**config.mk**
```make
export PLATFORM = sky130hd
export DESIGN_NAME = acc_config_regs
export DESIGN_NICKNAME = d
export VERILOG_FILES = /design/src/design/acc_pkg.sv /design/src/design/acc_ratio_decode.sv /design/src/design/acc_config_regs.sv
export SDC_FILE = /design/constraint.sdc
export NUM_CORES = 1
export LEC_CHECK = 0
export BUFFER_PORTS_ARGS = -buffer_cell sky130_fd_sc_hd__buf_2
export CAP_MARGIN = 20
export CORE_MARGIN = 1.5
export CORE_UTILIZATION = 59
export CTS_BUF_LIST = sky130_fd_sc_hd__clkbuf_8
export CTS_CLUSTER_DIAMETER = 80
export DETAILED_ROUTE_END_ITERATION = 7
export PLACE_DENSITY = 0.86
export SLEW_MARGIN = 20
export SYNTH_ARGS = -nofsm -noshare
export SYNTH_HDL_FRONTEND = slang
export SYNTH_SLANG_ARGS = --single-unit
```
**constraint.sdc**
```tcl
create_clock -name clock -period 3.8 [get_ports clock]
set_clock_uncertainty 0.05 [all_clocks]
set_input_delay 0.38 -clock clock [delete_from_list [all_inputs] [get_ports clock]]
set_output_delay 0.38 -clock clock [all_outputs]
set_load 0.01 [all_outputs]
```
**src/design/acc_pkg.sv**
```systemverilog
package acc_pkg;

  // register port geometry
  localparam int unsigned ACC_AW = 8;
  localparam int unsigned ACC_DW = 8;

  // register offsets
  localparam logic [ACC_AW-1:0] ACC_OFS_CLOCK_ROLE  = 8'h0D;
  localparam logic [ACC_AW-1:0] ACC_OFS_ADC_LIMIT   = 8'h0E;
  localparam logic [ACC_AW-1:0] ACC_OFS_DAC_LIMIT   = 8'h0F;
  localparam logic [ACC_AW-1:0] ACC_OFS_CONV_CTRL   = 8'h17;
  localparam logic [ACC_AW-1:0] ACC_OFS_CONV_RATIO  = 8'h18;

  // reset values
  localparam logic [ACC_DW-1:0] ACC_RST_CLOCK_ROLE  = 8'h00;
  localparam logic [ACC_DW-1:0] ACC_RST_ADC_LIMIT   = 8'h00;
  localparam logic [ACC_DW-1:0] ACC_RST_DAC_LIMIT   = 8'h00;
  localparam logic [ACC_DW-1:0] ACC_RST_CONV_CTRL   = 8'h00;
  localparam logic [ACC_DW-1:0] ACC_RST_CONV_RATIO  = 8'h00;

  // bits that software can change; read-only reserved bits are cleared
  localparam logic [ACC_DW-1:0] ACC_WMASK_CLOCK_ROLE = 8'hDF;
  localparam logic [ACC_DW-1:0] ACC_WMASK_ADC_LIMIT  = 8'hF8;
  localparam logic [ACC_DW-1:0] ACC_WMASK_DAC_LIMIT  = 8'hF8;
  localparam logic [ACC_DW-1:0] ACC_WMASK_CONV_CTRL  = 8'hC0;
  localparam logic [ACC_DW-1:0] ACC_WMASK_CONV_RATIO = 8'hFF;

  // value read back on an unmapped offset
  localparam logic [ACC_DW-1:0] ACC_RD_UNMAPPED      = 8'h00;

  // clock role register fields
  localparam int unsigned ACC_BIT_PRI_OVERRIDE  = 7;
  localparam int unsigned ACC_BIT_SEC_OVERRIDE  = 6;
  localparam int unsigned ACC_BIT_PRI_INT_FRAME_SYNC = 2;
  localparam int unsigned ACC_BIT_SEC_INT_FRAME_SYNC = 1;

  // channel limit register fields
  localparam int unsigned ACC_BIT_FORCE_CUSTOM  = 7;
  localparam int unsigned ACC_CH_MASK_LSB       = 3;
  localparam int unsigned ACC_CH_MASK_W         = 4;

  // converter control fields
  localparam int unsigned ACC_BIT_CONV_ENABLE   = 7;
  localparam int unsigned ACC_BIT_AUTODET_OFF   = 6;

  // converter ratio fields
  localparam int unsigned ACC_BIT_MAIN_CUSTOM   = 7;
  localparam int unsigned ACC_BIT_MAIN_SELECT   = 6;
  localparam int unsigned ACC_RATIO_M_LSB       = 3;
  localparam int unsigned ACC_RATIO_N_LSB       = 0;
  localparam int unsigned ACC_RATIO_W           = 3;

  // ratio codes
  localparam logic [ACC_RATIO_W-1:0] ACC_RATIO_AUTO  = 3'h0;
  localparam logic [ACC_RATIO_W-1:0] ACC_RATIO_RES_A = 3'h5;
  localparam logic [ACC_RATIO_W-1:0] ACC_RATIO_RES_B = 3'h7;

  typedef enum logic [1:0] {
    ACC_MAIN_AUTO,
    ACC_MAIN_PRIMARY,
    ACC_MAIN_SECONDARY
  } acc_main_src_t;

  // per serial port clocking setup
  typedef struct packed {
    logic controller;
    logic bclk_out;
    logic frame_sync_out;
    logic autodetect_en;
    logic internal_frame_sync;
  } acc_port_cfg_t;

  // one decoded ratio term
  typedef struct packed {
    logic                   auto_infer;
    logic                   reserved;
    logic [ACC_RATIO_W-1:0] value;
  } acc_ratio_t;

  // rate converter setup
  typedef struct packed {
    logic          enable;
    logic          autodetect_en;
    acc_main_src_t main_src;
    acc_ratio_t    ratio_m;
    acc_ratio_t    ratio_n;
  } acc_conv_cfg_t;

endpackage

```
**src/design/acc_ratio_decode.sv**
```systemverilog
`timescale 1ns/1ps
module acc_ratio_decode (
  // raw field
  input  wire logic [acc_pkg::ACC_RATIO_W-1:0] code,
  // decoded term
  output acc_pkg::acc_ratio_t                  ratio
);
  import acc_pkg::*;

  always_comb begin
    ratio            = '0;
    ratio.auto_infer = (code == ACC_RATIO_AUTO);
    ratio.reserved   = (code == ACC_RATIO_RES_A) ||
                       (code == ACC_RATIO_RES_B);
    // reserved codes give value zero so nothing downstream runs on them
    ratio.value      = ratio.reserved ? ACC_RATIO_AUTO : code;
  end

endmodule

```
**src/design/acc_config_regs.sv**
```systemverilog
// Function
// - primary override disables standard role, autodetect
// - override role 0: bclk in, frame_sync out
// - secondary override mirrors primary override behaviour
// - primary controller uses internal frame_sync when set
// - secondary controller uses internal frame_sync when set
// - adc force bit picks custom mask source
// - adc custom mask bits 6-3, channels 4..1
// - dac force bit picks custom mask source
// - dac custom mask bits 6-3, channels 4..1
// - converter runs only while enable bit set
// - autodetect off bit disables rate detection
// - main rate custom bit enables manual selection
// - main select: 0 primary, 1 secondary port
// - numerator m: 0 auto, 5/7 reserved
// - denominator n decodes like the numerator
`timescale 1ns/1ps
module acc_config_regs (
  // clock and reset
  input  wire logic                               clock,
  input  wire logic                               rst,
  // register port
  input  wire logic [acc_pkg::ACC_AW-1:0]         reg_addr,
  input  wire logic                               reg_wr_en,
  input  wire logic                               reg_rd_en,
  input  wire logic [acc_pkg::ACC_DW-1:0]         reg_wdata,
  output logic      [acc_pkg::ACC_DW-1:0]         reg_rdata,
  output logic                                    reg_ack,
  output logic                                    reg_unmapped,
  output logic                                    reg_reserved_write,
  // role bits held elsewhere in the map
  input  wire logic                               primary_port_role,
  input  wire logic                               secondary_port_role,
  // default channel limits from the max channel select settings
  input  wire logic [acc_pkg::ACC_CH_MASK_W-1:0]  adc_max_channel_select,
  input  wire logic [acc_pkg::ACC_CH_MASK_W-1:0]  dac_max_channel_select,
  // serial port clocking
  output acc_pkg::acc_port_cfg_t                  primary_serial_port,
  output acc_pkg::acc_port_cfg_t                  secondary_serial_port,
  // dynamic mode channel limits
  output logic      [acc_pkg::ACC_CH_MASK_W-1:0]  adc_channel_enable,
  output logic      [acc_pkg::ACC_CH_MASK_W-1:0]  dac_channel_enable,
  // rate converter
  output acc_pkg::acc_conv_cfg_t                  converter_cfg,
  output logic                                    converter_ratio_error
);
  import acc_pkg::*;

  typedef struct packed {
    logic [ACC_DW-1:0]        clock_role;
    logic [ACC_DW-1:0]        adc_limit;
    logic [ACC_DW-1:0]        dac_limit;
    logic [ACC_DW-1:0]        conv_ctrl;
    logic [ACC_DW-1:0]        conv_ratio;
    logic [ACC_DW-1:0]        rdata;
    logic                     ack;
    logic                     unmapped;
    logic                     reserved_write;
    acc_port_cfg_t            pri_cfg;
    acc_port_cfg_t            sec_cfg;
    logic [ACC_CH_MASK_W-1:0] adc_en;
    logic [ACC_CH_MASK_W-1:0] dac_en;
    acc_conv_cfg_t            conv_cfg;
    logic                     ratio_error;
  } acc_state_t;

  acc_state_t                        state_ff;
  acc_state_t                        nxt_state;
  logic       [ACC_RATIO_W-1:0]      ratio_code [2];
  acc_ratio_t                        ratio_dec  [2];
  logic                              hit_clock_role;
  logic                              hit_adc_limit;
  logic                              hit_dac_limit;
  logic                              hit_conv_ctrl;
  logic                              hit_conv_ratio;
  logic                              hit_any;
  logic       [ACC_DW-1:0]           wmask;

  // role resolution shared by both ports
  function automatic acc_port_cfg_t port_setup(
    input logic override,
    input logic role,
    input logic use_int_frame_sync
  );
    acc_port_cfg_t cfg;
    cfg = '0;
    if (override) begin
      // directions split: bclk and frame sync go opposite ways
      cfg.controller     = role;
      cfg.bclk_out       = role;
      cfg.frame_sync_out = ~role;
      cfg.autodetect_en  = 1'b0;
    end else begin
      cfg.controller     = role;
      cfg.bclk_out       = role;
      cfg.frame_sync_out = role;
      cfg.autodetect_en  = 1'b1;
    end
    // internal frame sync only has meaning when this end is controller
    cfg.internal_frame_sync = role & use_int_frame_sync;
    return cfg;
  endfunction

  // ratio fields decoded by one decoder instance each
  assign ratio_code[0] = state_ff.conv_ratio[ACC_RATIO_M_LSB +: ACC_RATIO_W];
  assign ratio_code[1] = state_ff.conv_ratio[ACC_RATIO_N_LSB +: ACC_RATIO_W];

  generate
    for (genvar i = 0; i < 2; i++) begin : g_ratio
      acc_ratio_decode u_dec (
        .code  (ratio_code[i]),
        .ratio (ratio_dec[i])
      );
    end
  endgenerate

  // address decode
  always_comb begin
    hit_clock_role = (reg_addr == ACC_OFS_CLOCK_ROLE);
    hit_adc_limit  = (reg_addr == ACC_OFS_ADC_LIMIT);
    hit_dac_limit  = (reg_addr == ACC_OFS_DAC_LIMIT);
    hit_conv_ctrl  = (reg_addr == ACC_OFS_CONV_CTRL);
    hit_conv_ratio = (reg_addr == ACC_OFS_CONV_RATIO);
    hit_any        = hit_clock_role | hit_adc_limit | hit_dac_limit |
                     hit_conv_ctrl | hit_conv_ratio;
    wmask = '0;
    if (hit_clock_role) begin
      wmask = ACC_WMASK_CLOCK_ROLE;
    end else if (hit_adc_limit) begin
      wmask = ACC_WMASK_ADC_LIMIT;
    end else if (hit_dac_limit) begin
      wmask = ACC_WMASK_DAC_LIMIT;
    end else if (hit_conv_ctrl) begin
      wmask = ACC_WMASK_CONV_CTRL;
    end else if (hit_conv_ratio) begin
      wmask = ACC_WMASK_CONV_RATIO;
    end
  end

  always_comb begin
    nxt_state                = state_ff;
    nxt_state.ack            = 1'b0;
    nxt_state.unmapped       = 1'b0;
    nxt_state.reserved_write = 1'b0;

    // read returns the value before any write in the same cycle
    if (reg_rd_en) begin
      nxt_state.ack = 1'b1;
      if (hit_clock_role) begin
        nxt_state.rdata = state_ff.clock_role;
      end else if (hit_adc_limit) begin
        nxt_state.rdata = state_ff.adc_limit;
      end else if (hit_dac_limit) begin
        nxt_state.rdata = state_ff.dac_limit;
      end else if (hit_conv_ctrl) begin
        nxt_state.rdata = state_ff.conv_ctrl;
      end else if (hit_conv_ratio) begin
        nxt_state.rdata = state_ff.conv_ratio;
      end else begin
        nxt_state.rdata    = ACC_RD_UNMAPPED;
        nxt_state.unmapped = 1'b1;
      end
    end

    // writes; read-only bits keep their zero
    if (reg_wr_en) begin
      nxt_state.ack = 1'b1;
      if (!hit_any) begin
        nxt_state.unmapped = 1'b1;
      end
      // flag software that breaks the reserved-bit contract
      nxt_state.reserved_write = hit_any & |(reg_wdata & ~wmask);
      if (hit_clock_role) begin
        nxt_state.clock_role = reg_wdata & ACC_WMASK_CLOCK_ROLE;
      end
      if (hit_adc_limit) begin
        nxt_state.adc_limit = reg_wdata & ACC_WMASK_ADC_LIMIT;
      end
      if (hit_dac_limit) begin
        nxt_state.dac_limit = reg_wdata & ACC_WMASK_DAC_LIMIT;
      end
      if (hit_conv_ctrl) begin
        nxt_state.conv_ctrl = reg_wdata & ACC_WMASK_CONV_CTRL;
      end
      if (hit_conv_ratio) begin
        nxt_state.conv_ratio = reg_wdata & ACC_WMASK_CONV_RATIO;
      end
    end

    // settings derived from the stored fields, one cycle behind a write
    nxt_state.pri_cfg = port_setup(
      state_ff.clock_role[ACC_BIT_PRI_OVERRIDE],
      primary_port_role,
      state_ff.clock_role[ACC_BIT_PRI_INT_FRAME_SYNC]
    );
    nxt_state.sec_cfg = port_setup(
      state_ff.clock_role[ACC_BIT_SEC_OVERRIDE],
      secondary_port_role,
      state_ff.clock_role[ACC_BIT_SEC_INT_FRAME_SYNC]
    );

    if (state_ff.adc_limit[ACC_BIT_FORCE_CUSTOM]) begin
      nxt_state.adc_en =
        state_ff.adc_limit[ACC_CH_MASK_LSB +: ACC_CH_MASK_W];
    end else begin
      nxt_state.adc_en = adc_max_channel_select;
    end

    if (state_ff.dac_limit[ACC_BIT_FORCE_CUSTOM]) begin
      nxt_state.dac_en =
        state_ff.dac_limit[ACC_CH_MASK_LSB +: ACC_CH_MASK_W];
    end else begin
      nxt_state.dac_en = dac_max_channel_select;
    end

    nxt_state.conv_cfg.enable =
      state_ff.conv_ctrl[ACC_BIT_CONV_ENABLE];
    nxt_state.conv_cfg.autodetect_en =
      ~state_ff.conv_ctrl[ACC_BIT_AUTODET_OFF];

    if (!state_ff.conv_ratio[ACC_BIT_MAIN_CUSTOM]) begin
      nxt_state.conv_cfg.main_src = ACC_MAIN_AUTO;
    end else if (state_ff.conv_ratio[ACC_BIT_MAIN_SELECT]) begin
      nxt_state.conv_cfg.main_src = ACC_MAIN_SECONDARY;
    end else begin
      nxt_state.conv_cfg.main_src = ACC_MAIN_PRIMARY;
    end

    nxt_state.conv_cfg.ratio_m = ratio_dec[0];
    nxt_state.conv_cfg.ratio_n = ratio_dec[1];
    // a reserved code only matters while the converter would use it
    nxt_state.ratio_error = state_ff.conv_ctrl[ACC_BIT_CONV_ENABLE] &
                            (ratio_dec[0].reserved | ratio_dec[1].reserved);
  end

  always_ff @(posedge clock) begin
    if (rst) begin
      state_ff            <= '0;
      state_ff.clock_role <= ACC_RST_CLOCK_ROLE;
      state_ff.adc_limit  <= ACC_RST_ADC_LIMIT;
      state_ff.dac_limit  <= ACC_RST_DAC_LIMIT;
      state_ff.conv_ctrl  <= ACC_RST_CONV_CTRL;
      state_ff.conv_ratio <= ACC_RST_CONV_RATIO;
    end else begin
      state_ff <= nxt_state;
    end
  end

  // outputs straight from the state register
  assign reg_rdata             = state_ff.rdata;
  assign reg_ack               = state_ff.ack;
  assign reg_unmapped          = state_ff.unmapped;
  assign reg_reserved_write    = state_ff.reserved_write;
  assign primary_serial_port   = state_ff.pri_cfg;
  assign secondary_serial_port = state_ff.sec_cfg;
  assign adc_channel_enable    = state_ff.adc_en;
  assign dac_channel_enable    = state_ff.dac_en;
  assign converter_cfg         = state_ff.conv_cfg;
  assign converter_ratio_error = state_ff.ratio_error;

endmodule

```
==> impl_metrics.py, run 1 <==
metrics = {
    "floorplanning": {
        "start_util_pct": 62.3,
        "coreArea_um2": 4820,
        "ioPinCount": 74,
        "die-area_um2": 5530,
        "die_w_um": 74.3,
        "rows": 25,
        "die_h_um": 74.3,
    },
    "outcome": {
        "status": "completed",
    },
    "drt": {
        "drt-met1-wl_um": 2610,
        "drc": 0,
        "totalWireLength_um": 5990,
        "via_per_inst": 5.39,
        "wl_per_cell_um": 14.6,
        "top_layer": "met4",
        "num_vias": 2216,
        "drtIter0Drc": 155,
        "met2_length_um": 2950,
        "wl_met3_um": 326,
        "final_antenna_net_count": 0,
        "drt-pass1-iter-count": 4,
    },
    "synth": {
        "ys_ff_latch": 69,
        "synthTopCellsByArea": "dfxtp_1, buf_4, mux2i_1, nor2_1, nor2b_1",
        "yosys_warnings": 0,
        "yosys.area.top_type": "dfxtp_1",
        "synth_edf_count": 0,
        "ys_seq_area_share_pct": 46.0,
        "yosysMostFrequentCell": "dfxtp_1",
        "synth_cell_type_count": 44,
        "ys_top_cells_by_count": "dfxtp_1, nor2_1, buf_4",
        "synth_flop_cell": "dfxtp_1",
        "synth_area_um2": 3000,
        "syn-num-nets": 342,
        "syn_inst": 312,
        "synth_top_area_share_pct": 46.0,
        "postSynthAreaPerCell_um2": 9.62,
        "async_reset_ff_share_pct": 0,
    },
    "global_routing": {
        "grt_pass1_vias": 1998,
        "overflow": 0,
        "grt_pass1_wl_um": 9470,
        "antenna_found_initial": 0,
        "grt_max_degree": 40,
        "track_usage_pct": 22.8,
    },
    "power_and_ir_drop": {
        "comb_power_share_pct": 6.5,
        "internal_power_mw": 1.10,
        "p_leak_nw": 1.51,
        "seq_power_share_pct": 51.1,
        "clockPowerShare_pct": 42.4,
        "p_per_area_nw_per_um2": 440,
        "switchingPower_mw": 0.350,
        "peakVddDrop_mv": 0.502,
        "sw_frac_of_total_pct": 24.2,
    },
    "sta": {
        "relSlewSlack_pct": 54.1,
        "setup_violations": 0,
        "fin_crit_ns": 1.83,
        "setup_tns_ns": 0,
        "whs_ns": 0.209,
        "finalHoldViolations": 0,
        "rsz0062_at_grt": "false",
        "worst_pin_slew_ns": 0.688,
        "timing.final.crit_share_pct": 48.3,
        "slew_viol_final": 0,
        "max_freq_ghz": 0.545,
    },
    "clock_tree": {
        "post_cts_resize_count": 0,
        "numCtsBuffers": 9,
        "clock-sinks": 69,
        "htreeDepth": 3,
        "ctsHoldBuffers": 0,
        "insertion_delay_ns": 0.34,
        "cts_tree": "done",
        "clk_pin_slew_ns": 0.08,
        "postCtsSetupRepairBufs": 0,
        "root_buffer": "clkbuf_8",
        "clockBufferDepth": 2,
    },
    "finish": {
        "drive_gt1_share_pct": 30.2,
        "nets": 369,
        "syn_to_final_growth_pct": 9.54,
        "antennaDiodeCount": 0,
    },
    "placed_design": {
        "place_hpwl_um": 4170,
        "io_buffers": 73,
        "routabilityCongestion": 0.837,
    },
    "hold_path": {
        "hold_path_class": "input port to register",
        "worstHoldStart": "adc_max_channel_select[2]",
        "worstHoldPathCells": 3,
        "min_to": "adc_channel_enable[2]",
    },
    "setup_path": {
        "startpoint_type": "input port",
        "r2r_slack_ns": 2.72,
        "timing.rr.start": "state_ff[67]",
        "crit_type": "input port to register",
        "cp.required_ns": 3.98,
        "critPathArrivalTime_ns": 2.01,
        "cp_max_fo": 12,
        "timing.rr.end": "reg_rdata[7]",
        "rr_worst_depth": 3,
        "setup.worst_path.end_class": "register",
    },
    "job": {
        "drv_cap": 0,
    },
}
[cell usage in the layout, fill, tap and decap left out, types with 2 or more instances in the layout]
cell type,n
nand4_2,2
inv_1,5
dfxtp_1,69
nor2_1,48
mux2i_1,30
clkbuf_8,10
o2bb2ai_1,2
o22ai_1,5
and3b_1,3
a22oi_2,3
nor2b_1,12
and2_1,4
buf_2,73
xnor2_1,2
nand2_1,11
nand3_1,7
a211oi_2,3
and3_1,6
a32o_1,3
a21boi_0,2
nand4_1,2
nor4_1,2
a21oi_1,5
o21ai_0,4
nor3b_1,6
clkinv_4,3
a22oi_1,2
[worst max path at each step]
stage / from / end / slack, ns / depth (start not counted)
after floorplan: reg_addr[5] / reg_reserved_write / 2.21 / 5
after global placement: reg_addr[5] / reg_reserved_write / 1.41 / 5
after detailed placement: reg_addr[5] / reg_reserved_write / 1.20 / 5
after CTS: reg_addr[5] / reg_reserved_write / 1.55 / 5
after global routing: reg_addr[5] / reg_reserved_write / 1.85 / 5
final: reg_addr[5] / reg_reserved_write / 1.97 / 5
[routing by layer]
layer / vias to the layer above / GRT usage, %
met2: 73 / 37.7
met3: 11 / 5.28
met5: - / 0
li1: 1083 / -
met1: 1049 / 28.3
met4: 0 / 10.7
[flip-flops by register name, indices dropped and copies added, names as in the netlist]
name                   cells
primary_serial_port        4
reg_rdata                  8
secondary_serial_port      4
reg_reserved_write         1
ratio_code                 6
reg_unmapped               1
nxt_state                  1
state_ff                  20
adc_channel_enable         4
converter_ratio_error      1
dac_channel_enable         4
reg_ack                    1
converter_cfg             14
[cell families after synthesis]
| group | count (synthesis) | share of synthesized area, % |
|---|---|---|
| compound gates | 37 | 10.3 |
| xor+xnor | 2 | 0.583 |
| buf+inv | 63 | 13.4 |
| flops | 69 | 46.0 |
| mux | 30 | 10.0 |
| simple gates | 111 | 19.8 |
[cell type report]
cell class / count / area [um^2]
Tap cell: 67 / 83.8
Fill cell: 399 / 1530
Sequential cell: 69 / 1380
Timing Repair Buffer: 74 / 373
Inverter: 5 / 18.8
Clock inverter: 6 / 70.1
Multi-Input combinational cell: 180 / 1220
Clock buffer: 10 / 138
[stage by stage]
| step | setup WS (ns) | utilization (%) | instances | instance area [um^2] | total power, mW |
|---|---|---|---|---|---|
| floorplan | 2.21 | - | 312 | 3000 | 0.822 |
| global placement | 1.41 | 63.9 | 395 | 3080 | 0.847 |
| detailed placement | 1.20 | 63.9 | 395 | 3080 | 0.849 |
| CTS | 1.55 | 68.2 | 411 | 3280 | 1.45 |
| global route | 1.85 | 68.3 | 411 | 3290 | 1.49 |
| finish | 1.97 | 68.3 | 411 | 3290 | 1.45 |
[critical path, cell delays in order]
cell and delay [ns]:
buf_2 0.10, nor3_2 0.57, nand3_1 0.41, a2111oi_2 0.45, nor4b_2 0.10
[power groups by stage]
stage,Combinational [mW],Sequential [mW],Clock [mW]
floorplan,0.0650,0.757,0
global placement,0.0908,0.756,0
detailed placement,0.0930,0.756,0
CTS,0.0933,0.739,0.617
global route,0.103,0.741,0.649
finish,0.0939,0.739,0.613
(Power assumes the default switching activity.)
==> inputs of run 2 (changes only) <==
--- a/config.mk
+++ b/config.mk
@@ -8,11 +8,11 @@
 export BUFFER_PORTS_ARGS = -buffer_cell sky130_fd_sc_hd__buf_2
 export CAP_MARGIN = 20
 export CORE_MARGIN = 1.5
-export CORE_UTILIZATION = 59
+export CORE_UTILIZATION = 55
 export CTS_BUF_LIST = sky130_fd_sc_hd__clkbuf_8
 export CTS_CLUSTER_DIAMETER = 80
 export DETAILED_ROUTE_END_ITERATION = 7
-export PLACE_DENSITY = 0.86
+export PLACE_DENSITY = 0.81
 export SLEW_MARGIN = 20
 export SYNTH_ARGS = -nofsm -noshare
 export SYNTH_HDL_FRONTEND = slang
==> constraint.sdc (replaced) <==
create_clock -name clock -period 1.8 [get_ports clock]
set_clock_uncertainty 0.05 [all_clocks]
set_input_delay 0.18 -clock clock [delete_from_list [all_inputs] [get_ports clock]]
set_output_delay 0.18 -clock clock [all_outputs]
set_load 0.01 [all_outputs]
==> run 2 against run 1 <==
Against the previous run:
- total power rose by 120%
- register-to-register slack got worse by 2.0 ns
- wire length fell by 1.2%
- die area rose by 7.0%
- global-route usage fell by 1.8 points
- cell count rose by 1.7%
- utilization fell by 3.8 points
- non-clock buffer count rose by 4
- sequential share of layout area fell by 0.55 points
- sequential cell count did not move
- clock power rose by 120%
- count of clock-buffer cells in the layout fell by 1
- critical path type unchanged
- critical endpoint is now reg_rdata[2]
- largest power group unchanged
- highest routed layer unchanged
==> impl_metrics.py, run 2 (synthesis gave the netlist of run 1 again) <==
metrics = {
    "finish": {
        "finalInstanceArea_um2": 3330,
        "drive_gt1_share_pct": 30.7,
        "fill_cells": 433,
        "regMostFlops": "state_ff",
        "antennaDiodeCount": 0,
        "largest_reg_flops": 20,
        "syn_to_final_growth_pct": 11.0,
        "final_cell_mix": "buf_2, dfxtp_1, nor2_1",
        "multiInputGateArea_um2": 1220,
        "nets": 373,
        "fin_cells": 418,
        "final_common_cell": "buf_2",
        "seqCellArea_um2": 1380,
    },
    "clock_tree": {
        "insertion_delay_ns": 0.34,
        "postCtsSetupRepairBufs": 0,
        "clk_pin_slew_ns": 0.07,
        "htreeDepth": 3,
        "clockBufferDepth": 2,
        "ctsHoldBuffers": 0,
        "root_buffer": "clkbuf_8",
        "clock-sinks": 69,
        "cts_tree": "done",
        "post_cts_resize_count": 0,
        "numCtsBuffers": 9,
    },
    "global_routing": {
        "antenna_found_initial": 0,
        "overflow": 0,
        "grt_max_degree": 34,
        "grt_pass1_wl_um": 9770,
        "grt_pass1_vias": 2020,
        "track_usage_pct": 21.0,
    },
    "drt": {
        "wl_per_cell_um": 14.1,
        "drt-pass1-iter-count": 4,
        "drc": 0,
        "totalWireLength_um": 5910,
        "drtIter0Drc": 136,
        "final_antenna_net_count": 0,
        "via_per_inst": 5.31,
        "num_vias": 2219,
    },
    "job": {
        "drv_cap": 0,
    },
    "hold_path": {
        "worstHoldStart": "dac_max_channel_select[3]",
        "hold_path_class": "input port to register",
        "worstHoldPathCells": 3,
        "min_to": "dac_channel_enable[3]",
    },
    "power_and_ir_drop": {
        "p_per_area_nw_per_um2": 941,
        "p_leak_nw": 1.53,
        "seq_power_share_pct": 49.7,
        "comb_power_share_pct": 6.4,
        "peakVddDrop_mv": 0.469,
        "switchingPower_mw": 0.719,
        "internal_power_mw": 2.42,
        "clockPowerShare_pct": 43.8,
        "sw_frac_of_total_pct": 22.9,
    },
    "sta": {
        "relSlewSlack_pct": 69.3,
        "rsz0062_at_grt": "false",
        "slew_viol_final": 0,
        "setup_ws_ns": 0.481,
        "setup_violations": 0,
        "setup_tns_ns": 0,
        "max_freq_ghz": 0.758,
        "fin_crit_ns": 1.32,
        "worst_pin_slew_ns": 0.460,
        "timing.final.crit_share_pct": 73.3,
        "finalHoldViolations": 0,
    },
    "placed_design": {
        "post_dp_cell_area_um2": 3110,
        "place_hpwl_um": 4230,
        "place_inst": 402,
        "routabilityCongestion": 0.850,
        "pre_cts_ws_ns": 0.120,
        "io_buffers": 73,
    },
    "floorplanning": {
        "die-area_um2": 5910,
        "die_w_um": 76.9,
        "die_h_um": 76.9,
        "ioPinCount": 74,
        "start_util_pct": 58.1,
        "coreArea_um2": 5170,
        "rows": 26,
    },
    "setup_path": {
        "r2r_slack_ns": 0.71,
        "startpoint_type": "input port",
        "rr_worst_depth": 3,
        "cp.required_ns": 2.01,
        "crit_type": "input port to register",
        "timing.rr.start": "state_ff[75]",
        "timing.rr.end": "reg_rdata[7]",
        "critPathArrivalTime_ns": 1.53,
        "cp_max_fo": 9,
        "setup.worst_path.end_class": "register",
    },
    "outcome": {
        "status": "completed",
    },
}
run 2: per-layer routing:
layer  global-route usage, %  routed length, um
met5                       0                  0
met2                    34.1               2810
met4                    10.6                 95
met3                    5.00                402
met1                    26.0               2610
run 2: area by class of cell:
| class | count | area share [%] |
|---|---|---|
| multi-input cells | 180 | 36.6 |
| flip-flops and latches | 69 | 41.4 |
| clock inverters | 7 | 2.97 |
| clock buffers | 9 | 3.72 |
| well taps | 70 | 2.63 |
| inverters | 5 | 0.563 |
| repair buffers | 78 | 12.1 |
run 2: worst max path at each step:
stage,startpoint,to,slack [ns]
finish,reg_addr[4],reg_rdata[2],0.48
global route,reg_addr[0],ratio_code[0],0.40
CTS,reg_addr[0],ratio_code[1],0.48
detailed placement,reg_addr[0],ratio_code[1],0.12
global placement,reg_addr[4],reg_rdata[0],0.15
floorplan,reg_addr[5],reg_reserved_write,0.41
run 2: through the flow:
| step | util, % | power, mW | hold WS, ns |
|---|---|---|---|
| 2_1_floorplan | - | 1.73 | 0.209 |
| 3_3_place_gp | 60.1 | 1.79 | 0.363 |
| 3_5_place_dp | 60.1 | 1.80 | 0.371 |
| 4_1_cts | 64.4 | 3.16 | 0.0190 |
| 5_1_grt | 64.4 | 3.25 | 0.0479 |
| 6_report | 64.4 | 3.14 | 0.0270 |
run 2: critical path: stages:
cell	delay, ns
buf_2	0.14
and3b_1	0.34
and3_1	0.49
a22oi_2	0.16
a211oi_2	0.22
run 2: power by group through the flow:
stage,clock (mW),combinational [mW],sequential [mW]
after floorplan,0,0.137,1.60
after global placement,0,0.198,1.60
after detailed placement,0,0.202,1.60
after CTS,1.39,0.203,1.56
after global routing,1.47,0.220,1.56
final,1.37,0.202,1.56
==> inputs of run 3 (changes only) <==
--- a/config.mk
+++ b/config.mk
@@ -5,14 +5,15 @@
 export SDC_FILE = /design/constraint.sdc
 export NUM_CORES = 1
 export LEC_CHECK = 0
+export ABC_AREA = 1
 export BUFFER_PORTS_ARGS = -buffer_cell sky130_fd_sc_hd__buf_2
 export CAP_MARGIN = 20
 export CORE_MARGIN = 1.5
-export CORE_UTILIZATION = 55
+export CORE_UTILIZATION = 50
 export CTS_BUF_LIST = sky130_fd_sc_hd__clkbuf_8
 export CTS_CLUSTER_DIAMETER = 80
 export DETAILED_ROUTE_END_ITERATION = 7
-export PLACE_DENSITY = 0.81
+export PLACE_DENSITY = 0.78
 export SLEW_MARGIN = 20
 export SYNTH_ARGS = -nofsm -noshare
 export SYNTH_HDL_FRONTEND = slang
==> constraint.sdc (replaced) <==
create_clock -name clock -period 1.16 [get_ports clock]
set_clock_uncertainty 0.05 [all_clocks]
set_input_delay 0.116 -clock clock [delete_from_list [all_inputs] [get_ports clock]]
set_output_delay 0.116 -clock clock [all_outputs]
set_load 0.01 [all_outputs]
==> run 3 against run 2 <==
Against the previous run:
- sequential share of layout area fell by 1.4 points
- global-route usage rose by 1.6 points
- cell count increased by 24%
- highest routed layer unchanged
==> impl_metrics.py, run 3 <==
metrics = {
    "synth": {
        "synth_area_um2": 2980,
        "ys_ff_latch": 69,
        "synth_top_family_by_area": "simple AND/OR/NAND/NOR gates",
        "yosys.area.top_type": "dfxtp_1",
        "synth_top_area_share_pct": 46.3,
        "synth_adder_area_share_pct": 0,
        "synth_flop_cell": "dfxtp_1",
        "ys_seq_area_share_pct": 46.3,
        "syn-num-nets": 417,
        "yosys_warnings": 0,
        "syn_inst": 387,
        "synth_cell_type_count": 26,
        "synth_compound_area_share_pct": 12.7,
        "yosys.area_share.simple_pct": 23.3,
        "ys_top_cells_by_count": "dfxtp_1, nand2_1, nor2_1",
        "synth_xor_area_share_pct": 0,
        "synth_edf_count": 0,
        "synthTopCellsByArea": "dfxtp_1, buf_4, nand2_1, nor2_1, o21ai_0",
        "async_reset_ff_share_pct": 0,
        "yosysMostFrequentCell": "dfxtp_1",
        "postSynthAreaPerCell_um2": 7.71,
        "synth_mux_area_share_pct": 0,
    },
    "finish": {
        "utilization_pct": 61.1,
        "antennaDiodeCount": 0,
        "largest_reg_flops": 20,
        "syn_to_final_growth_pct": 15.6,
        "drive_gt1_share_pct": 25.7,
        "regMostFlops": "state_ff",
        "nets": 474,
        "final_cell_mix": "buf_2, dfxtp_1, nand2_1",
        "final_common_cell": "buf_2",
        "fill_cells": 514,
    },
    "clock_tree": {
        "insertion_delay_ns": 0.33,
        "numCtsBuffers": 9,
        "root_buffer": "clkbuf_8",
        "clk_pin_slew_ns": 0.07,
        "htreeDepth": 3,
        "postCtsSetupRepairBufs": 0,
        "clock-sinks": 69,
        "cts_tree": "done",
        "clockBufferDepth": 2,
    },
    "setup_path": {
        "timing.rr.start": "state_ff[82]",
        "startpoint_type": "register",
        "crit_type": "register to primary output",
        "crit_chain": "buf_2",
        "timing.rr.end": "reg_rdata[6]",
        "slowest_delay_ns": 0.38,
        "cp.required_ns": 0.99,
        "critPathArrivalTime_ns": 0.86,
        "path_buf_inv": 1,
        "rr_worst_depth": 4,
        "setup.worst_path.end_class": "primary output",
        "slowest_stage": "dfxtp_1",
        "r2r_slack_ns": 0.21,
        "cp_max_fo": 2,
        "critical-path-top-delay-family": "flip-flops",
    },
    "placed_design": {
        "place_hpwl_um": 4880,
        "routabilityCongestion": 0.850,
        "io_buffers": 73,
    },
    "hold_path": {
        "min_to": "converter_cfg[3]",
        "hold_path_class": "input port to register",
        "worstHoldStart": "rst",
        "worstHoldPathCells": 2,
    },
    "global_routing": {
        "overflow": 0,
        "grt_pass1_vias": 2401,
        "grt_pass1_wl_um": 11100,
        "grt_max_degree": 37,
        "antenna_found_initial": 0,
        "track_usage_pct": 22.6,
    },
    "floorplanning": {
        "rows": 27,
        "die_h_um": 80.2,
        "start_util_pct": 52.9,
        "coreArea_um2": 5640,
        "die_w_um": 80.2,
        "die-area_um2": 6440,
        "ioPinCount": 74,
    },
    "drt": {
        "via_per_inst": 4.95,
        "num_vias": 2575,
        "drc": 0,
        "drtIter0Drc": 154,
        "wl_per_cell_um": 12.7,
        "totalWireLength_um": 6590,
        "drt-pass1-iter-count": 4,
        "final_antenna_net_count": 0,
    },
    "power_and_ir_drop": {
        "p_leak_nw": 1.65,
        "peakVddDrop_mv": 0.683,
        "p_per_area_nw_per_um2": 1280,
    },
    "sta": {
        "max_freq_ghz": 0.973,
        "relSlewSlack_pct": 82.2,
        "rsz0062_at_grt": "false",
        "finalHoldViolations": 0,
        "setup_violations": 0,
        "setup_tns_ns": 0,
        "timing.final.crit_share_pct": 88.6,
        "slew_viol_final": 0,
        "fin_crit_ns": 1.03,
        "worst_pin_slew_ns": 0.266,
    },
    "outcome": {
        "status": "completed",
    },
    "job": {
        "drv_cap": 0,
    },
}
==> run 3: cell families after synthesis <==
logic type             count (synthesis)
and+or+nand+nor                      152
buffers and inverters                 93
AOI/OAI and AO/OA                     73
DFF                                   69
==> run 3: final cells by class <==
class	count	area [um^2]	area share (%)
repair buffers	97	583	16.9
inverters	42	160	4.64
flip-flops and latches	69	1380	40.0
multi-input cells	225	1070	31.2
well taps	72	90.1	2.61
clock inverters	5	22.5	0.653
clock buffers	10	138	3.99
==> run 3: routing by layer <==
metal | track usage (%) | wire length (um)
met4 | 10.3 | 99
met2 | 37.1 | 3120
met3 | 4.77 | 376
met5 | 0 | 0
met1 | 28.3 | 2990
==> run 3: power breakdown <==
part           internal [mW]  leakage, nW  total (mW)  switching (mW)
registers               2.41        0.562        2.43          0.0119
clock network          0.792       0.0934        1.62           0.830
logic                  0.154        0.993       0.369           0.215
==> run 3: worst max path at each step <==
| stage | startpoint | endpoint | slack [ns] | cells after the start |
|---|---|---|---|---|
| final | reg_rdata[3] | reg_rdata[3] | 0.13 | 1 |
| after global routing | reg_addr[6] | state_ff[77] | 0.07 | 9 |
| after CTS | reg_rdata[5] | reg_rdata[5] | 0.13 | 1 |
| after detailed placement | reg_addr[6] | state_ff[77] | -0.18 | 9 |
| after global placement | reg_addr[6] | state_ff[77] | -0.12 | 9 |
| after floorplan | reg_addr[6] | state_ff[78] | 0.08 | 9 |
==> run 3: per-stage QoR <==
| stage | worst slack, ns | cell area (um^2) | cells | total power [mW] | hold slack [ns] |
|---|---|---|---|---|---|
| after global routing | 0.0674 | 3450 | 520 | 4.62 | 0.0155 |
| final | 0.132 | 3450 | 520 | 4.42 | 0.0139 |
| after global placement | -0.119 | 3190 | 495 | 2.82 | 0.312 |
| after CTS | 0.129 | 3450 | 520 | 4.45 | 0.00252 |
| after floorplan | 0.0803 | 2980 | 387 | 2.71 | 0.180 |
| after detailed placement | -0.185 | 3190 | 495 | 2.82 | 0.314 |
==> run 3: what timing repair did <==
item	in CTS	in global routing
endpoints found under the setup margin	0	0
gates resized for setup	0	0
endpoints found under the hold margin	10	0
hold buffers	10	0
